**src/logic/rft_pkg.sv**
```systemverilog
// Package of constants for the RF event timer block
package rft_pkg;
    // Configuration word layout
    localparam int RFT_CFG_W = 10;
    localparam int RFT_BIT_RELOAD = 1;
    localparam int RFT_BIT_CLK_MODE = 2;
    localparam int RFT_PSC_LSB = 3;
    localparam int RFT_PSC_MSB = 5;
    localparam int RFT_BIT_START_NOW = 6;
    localparam int RFT_BIT_INT_OFF = 7;
    localparam int RFT_BIT_INT_ON = 8;
    localparam int RFT_BIT_EXT_LOST = 9;
    localparam logic [9:0] RFT_CFG_RESET = 10'h000;
    localparam logic [9:0] RFT_CFG_WR_MASK = 10'h3FE;
    // Preset and count width
    localparam int RFT_CNT_W = 16;
    localparam logic [15:0] RFT_CNT_ZERO = 16'h0000;
    localparam logic [15:0] RFT_CNT_ONE = 16'h0001;
    // Prescaler: code n divides the interface clock by 2^(n+1)
    localparam int RFT_PSC_W = 8;
    localparam logic [7:0] RFT_PSC_ZERO = 8'h00;
    localparam logic [7:0] RFT_PSC_ONE = 8'h01;
    localparam logic [7:0] RFT_PSC_BASE_MASK = 8'h01;
endpackage

```
**src/logic/rft_rf_event_timer.sv**
```systemverilog
// Down-counting RF event timer with start events, prescaler and auto reload
`timescale 1ns/1ps
`default_nettype none

module rft_rf_event_timer
    import rft_pkg::*;
(
    input wire logic i_clock,
    input wire logic i_sys_rst,
    input wire logic i_contactless_interface_clock_tick,
    input wire logic i_cfg_write,
    input wire logic [RFT_CFG_W-1:0] i_cfg_data,
    input wire logic [RFT_CNT_W-1:0] i_preset_value,
    input wire logic i_internal_field_on,
    input wire logic i_external_field_detected,
    output logic [RFT_CFG_W-1:0] o_cfg_readback,
    output logic [RFT_CNT_W-1:0] o_timer_value,
    output logic o_timer_running,
    output logic o_timer_expired
);

    typedef struct packed {
        logic [RFT_CFG_W-1:0] cfg;
        logic [RFT_CNT_W-1:0] count;
        logic [RFT_PSC_W-1:0] psc;
        logic running;
        logic expired;
        logic int_m;
        logic int_s;
        logic int_d;
        logic ext_m;
        logic ext_s;
        logic ext_d;
    } rft_state_t;

    rft_state_t st_r;
    rft_state_t st_nxt;

    // Terminal mask of the prescaler counter for a rate code
    function automatic logic [RFT_PSC_W-1:0] rft_psc_mask(input logic [2:0] sel);
        logic [RFT_PSC_W-1:0] m;
        m = (RFT_PSC_BASE_MASK << sel) | ((RFT_PSC_BASE_MASK << sel) - RFT_PSC_ONE);
        return m;
    endfunction

    logic ev_int_on;
    logic ev_int_off;
    logic ev_ext_lost;
    logic start_now;
    logic start_any;
    logic psc_term;
    logic count_tick;
    logic at_expiry;

    // Edge detection works only on the second synchroniser stage and its delayed copy
    assign ev_int_on = st_r.int_s & ~st_r.int_d;
    assign ev_int_off = ~st_r.int_s & st_r.int_d;
    assign ev_ext_lost = ~st_r.ext_s & st_r.ext_d;
    assign start_now = i_cfg_write & i_cfg_data[RFT_BIT_START_NOW];
    // Any enabled source starts; the enables in force are those already stored
    assign start_any = start_now
        | (ev_int_on & st_r.cfg[RFT_BIT_INT_ON])
        | (ev_int_off & st_r.cfg[RFT_BIT_INT_OFF])
        | (ev_ext_lost & st_r.cfg[RFT_BIT_EXT_LOST]);
    // Prescaler terminal, bypassed entirely in direct clock mode
    assign psc_term = (st_r.psc & rft_psc_mask(st_r.cfg[RFT_PSC_MSB:RFT_PSC_LSB]))
        == rft_psc_mask(st_r.cfg[RFT_PSC_MSB:RFT_PSC_LSB]);
    assign count_tick = i_contactless_interface_clock_tick & (~st_r.cfg[RFT_BIT_CLK_MODE] | psc_term);
    // A preset of zero expires on the first tick rather than wrapping
    assign at_expiry = st_r.running & count_tick & (st_r.count <= RFT_CNT_ONE);

    // Next-state logic
    always_comb begin
        st_nxt = st_r;
        st_nxt.expired = 1'b0;
        st_nxt.int_m = i_internal_field_on;
        st_nxt.int_s = st_r.int_m;
        st_nxt.int_d = st_r.int_s;
        st_nxt.ext_m = i_external_field_detected;
        st_nxt.ext_s = st_r.ext_m;
        st_nxt.ext_d = st_r.ext_s;
        if (i_cfg_write) begin
            st_nxt.cfg = i_cfg_data & RFT_CFG_WR_MASK;
        end
        if (start_any) begin
            // A start while running restarts from the preset
            st_nxt.running = 1'b1;
            st_nxt.count = i_preset_value;
            st_nxt.psc = RFT_PSC_ZERO;
        end else if (st_r.running) begin
            if (i_contactless_interface_clock_tick & st_r.cfg[RFT_BIT_CLK_MODE]) begin
                st_nxt.psc = st_r.psc + RFT_PSC_ONE;
            end
            if (at_expiry) begin
                st_nxt.expired = 1'b1;
                if (st_r.cfg[RFT_BIT_RELOAD]) begin
                    st_nxt.count = i_preset_value;
                end else begin
                    st_nxt.count = RFT_CNT_ZERO;
                    st_nxt.running = 1'b0;
                end
            end else if (count_tick) begin
                st_nxt.count = st_r.count - RFT_CNT_ONE;
            end
        end
    end

    // State register; synchronous reset clears configuration and timer
    always_ff @(posedge i_clock) begin
        if (i_sys_rst) begin
            st_r <= '0;
            // Synchronisers keep sampling the pins in reset, so a field already on at release
            // is not taken for a fresh edge that would start the timer falsely
            st_r.int_m <= st_nxt.int_m;
            st_r.int_s <= st_nxt.int_s;
            st_r.int_d <= st_nxt.int_d;
            st_r.ext_m <= st_nxt.ext_m;
            st_r.ext_s <= st_nxt.ext_s;
            st_r.ext_d <= st_nxt.ext_d;
        end else begin
            st_r <= st_nxt;
        end
    end

    assign o_cfg_readback = st_r.cfg;
    assign o_timer_value = st_r.count;
    assign o_timer_running = st_r.running;
    assign o_timer_expired = st_r.expired;
endmodule

`default_nettype wire

```
**config.mk**
```make
export PLATFORM = sky130hd
export DESIGN_NAME = rft_rf_event_timer
export DESIGN_NICKNAME = d
export VERILOG_FILES = /design/src/logic/rft_pkg.sv /design/src/logic/rft_rf_event_timer.sv
export SDC_FILE = /design/constraint.sdc
export NUM_CORES = 1
export LEC_CHECK = 0
export ABC_AREA = 1
export BUFFER_PORTS_ARGS = -buffer_cell sky130_fd_sc_hd__buf_2
export CORE_MARGIN = 2
export CORE_UTILIZATION = 49
export DETAILED_ROUTE_END_ITERATION = 7
export PLACE_DENSITY = 0.76
export SLEW_MARGIN = 20
export SYNTH_ARGS = -nofsm -noshare
export SYNTH_HDL_FRONTEND = slang
export SYNTH_SLANG_ARGS = --single-unit
```
**constraint.sdc**
```tcl
create_clock -name i_clock -period 1.7 [get_ports i_clock]
set_input_delay 0.17 -clock i_clock [delete_from_list [all_inputs] [get_ports i_clock]]
set_output_delay 0.17 -clock i_clock [all_outputs]
set_load 0.1 [all_outputs]
```
==> qor.txt <==
Port bufs: 57
Top-level port count: 60
DRT iter0 DRCs: 194
Clk Latency, worst-skew pair: 0.30 ns
Drt pass-1 iters: 7
Ys flop type: dfxtp_1
Residual DRC count: 0
Ys async rst share: 0
Via Count: 2557
Hpwl dp: 4443 um
Initial antenna violation count: 0
Core ar.: 0.005140 mm^2
Fill count: 529
Netlist cell types: 32
Outcome: finished clean
Die Ht: 77.21 um
XOR/XNOR Fraction of Synth Area: 0.04669
Initial core utilization: 0.5110
First-pass GRT wire length: 10810 um
Final Hold Fails: 0
RSZ-0062 raised after global routing: true
RD Place Congestion: 0.8422
Largest net degree at the start of global routing: 21
Final worst-path cycle share: 0.9479
CTS root buf: clkbuf_8
Grt ovf: 0
Reg2reg end: o_timer_value[4]
Lkg Pwr: 1.457 nW
Seq/Total Area, Yosys: 0.3125
Clk buf depth: 2
WP data required: 1.88 ns
Largest family of logic cells by synthesized area: simple AND/OR/NAND/NOR gates
Die area: 0.005961 mm^2
Layout area overhead: 17.01%
CTS tree: built
Share of cells above drive strength 1: 0.3009
WHS Endpoint: o_cfg_readback[7]
Wirelength per Cell: 12.87 um
Crit Path Max Fanout: 6
Number of synthesis warnings: 0
R2R Setup Slk: 0.09 ns
Synthesized area: 0.002626 mm^2
Vias/cell: 5.094
Clock Sinks: 41
Synth Area in Compound Gates: 0.1310
PwrDens: 996.4 mW/mm^2
Number of diodes: 0
FF-to-FF Start: o_timer_value[0]
Endpoints failing setup: 0
Final Skew: 0.005051 ns
Mux cell area share after synthesis: 0
Peak Freq: 620.5 MHz
Number of synthesized register bits: 41
Clk slew on worst S/H paths: 0.08 ns
CTS Buf Count: 5
# rows: 26
Number of flops mapped to enable cells by yosys: 0
Post-Syn Instances: 391
H-tree Lvls: 2
Fin nets: 466
Max cap viols: 0
Peak VDD IR: 460.2 uV
GR Util All Layers: 0.2176
TNS Setup: 0 ns
Critical Path AT: 1.80 ns
Hold_sp: i_cfg_data[7]
Hold depth: 3
Die width: 77.21 um
Reg2Reg Depth: 10
Number of global-route vias before repair: 2461
Hold crit path type: in2reg
Fin crit period: 1.612 ns
Final wirelength: 6460 um
Simple-gate portion of the synthesized area: 0.3373
Post-DRT Antenna Nets: 0
Post-Syn Nets: 426
Crit path kind: reg2reg
Worst setup EP type: flip-flop
Setup crit start kind: flip-flop
Slew Viols, Final: 0
Avg Cell Area, Syn: 6.717 um^2
Adder-cell share of the synthesized area: 0.01429
Tot Pwr: 0.003062 W
[sequential cells by signal, indices dropped and copies added (netlist names)]
signal and cells:
o_timer_value 16, st_r 10, o_cfg_readback 9, st_nxt 4, o_timer_expired 1, o_timer_running 1
[Yosys cell counts, types with 3 or more instances]
cell / count / share of area
nor2_2: 12 / 0.029
dfxtp_1: 41 / 0.31
nor3_1: 7 / 0.013
nand2_2: 3 / 0.0071
inv_1: 35 / 0.050
clkbuf_1: 5 / 0.0071
nor2_1: 40 / 0.057
a21oi_1: 34 / 0.065
buf_4: 29 / 0.083
a21oi_2: 11 / 0.037
nand2_1: 100 / 0.14
ha_1: 3 / 0.014
o21ai_0: 10 / 0.019
xor2_1: 12 / 0.040
nand3_1: 23 / 0.044
[cell usage in the layout, fill, tap and decap left out, drive strengths merged, types with 3 or more instances in the layout]
cell type  synthesis  final
nand2            104    104
buf               33     68
nor2              52     52
a21oi             45     45
dfxtp             41     41
inv               36     36
nand3             26     27
xor2              12     12
o21ai             11     11
nor3               9      9
clkbuf             5      6
clkinv             2      3
ha                 3      3
[metrics by stage]
step	utilization	instances	instance area, um^2	setup WS, ns	hold WS (ns)
2_1_floorplan	-	391	2628	0.03783	0.1977
3_3_place_gp	0.5553	491	2854	0.1004	0.2733
3_5_place_dp	0.5553	491	2854	0.05259	0.2744
4_1_cts	0.5808	501	2985	0.02623	0.09532
5_1_grt	0.5979	502	3073	-0.01751	0.1162
6_report	0.5979	502	3073	0.08849	0.09847
[per-layer routing]
layer / up-vias / GRT usage / part of all wire
met5: - / 0 / 0
met3: 10 / 0.03882 / 0.067
met1: 1159 / 0.2873 / 0.46
li1: 1286 / - / -
met4: 0 / 0.06607 / 0.013
met2: 102 / 0.3609 / 0.46
[worst max-delay path, cell delays in order, from the launching register on]
cell and delay (ns):
dfxtp_2 0.36, inv_1 0.11, ha_4 0.18, nor2_1 0.04
nor2_1 0.12, nand4_2 0.15, buf_4 0.21, a21oi_1 0.16
nor2_2 0.05, nand2_1 0.07, a21oi_2 0.05
[cells by family after synthesis]
family | after synthesis
and+or+nand+nor | 197
buffers and inverters | 76
adders and majority gates | 3
other | 1
AOI/OAI and AO/OA | 59
DFF | 41
xor gates and xnor gates | 14
[report_power, final]
part / switching, W / internal (W) / leakage [nW] / total [W]
Clock: 0.000354 / 0.000441 / 0.0554 / 0.000795
Combinational: 0.000848 / 0.000335 / 1.06 / 0.00118
Sequential: 0.0000636 / 0.00102 / 0.339 / 0.00108
Total: 0.00127 / 0.00180 / 1.46 / 0.00306
[final cells by class]
type,count,area (um^2),area share
clock inverters,2,38.79,0.01262
multi-input cells,275,1474,0.4796
flip-flops and latches,41,825.8,0.2687
clock buffers,6,72.57,0.02362
inverters,38,142.6,0.04642
repair buffers,70,431.7,0.1405
well taps,70,87.58,0.02850
[worst max path at each step]
stage                      from               end  slack, ns  cells past startpoint
6_report       o_timer_value[0]  o_timer_value[4]       0.09                     10
2_1_floorplan   o_timer_running          st_r[15]       0.04                      7
4_1_cts        o_timer_value[0]  o_timer_value[8]       0.03                     10
3_5_place_dp   o_timer_value[0]  o_timer_value[8]       0.05                     10
5_1_grt        o_timer_value[0]  o_timer_value[0]      -0.02                     10
3_3_place_gp   o_timer_value[0]  o_timer_value[3]       0.10                     10
[repair_timing]
item / CTS / global route
endpoints found under the setup margin: 0 / 16
hold buffers: 2 / 0
gates resized for setup: 0 / 24
setup buffers: 0 / 0
endpoints found under the hold margin: 2 / 0
Note: power is estimated with default switching activity, not from simulation.
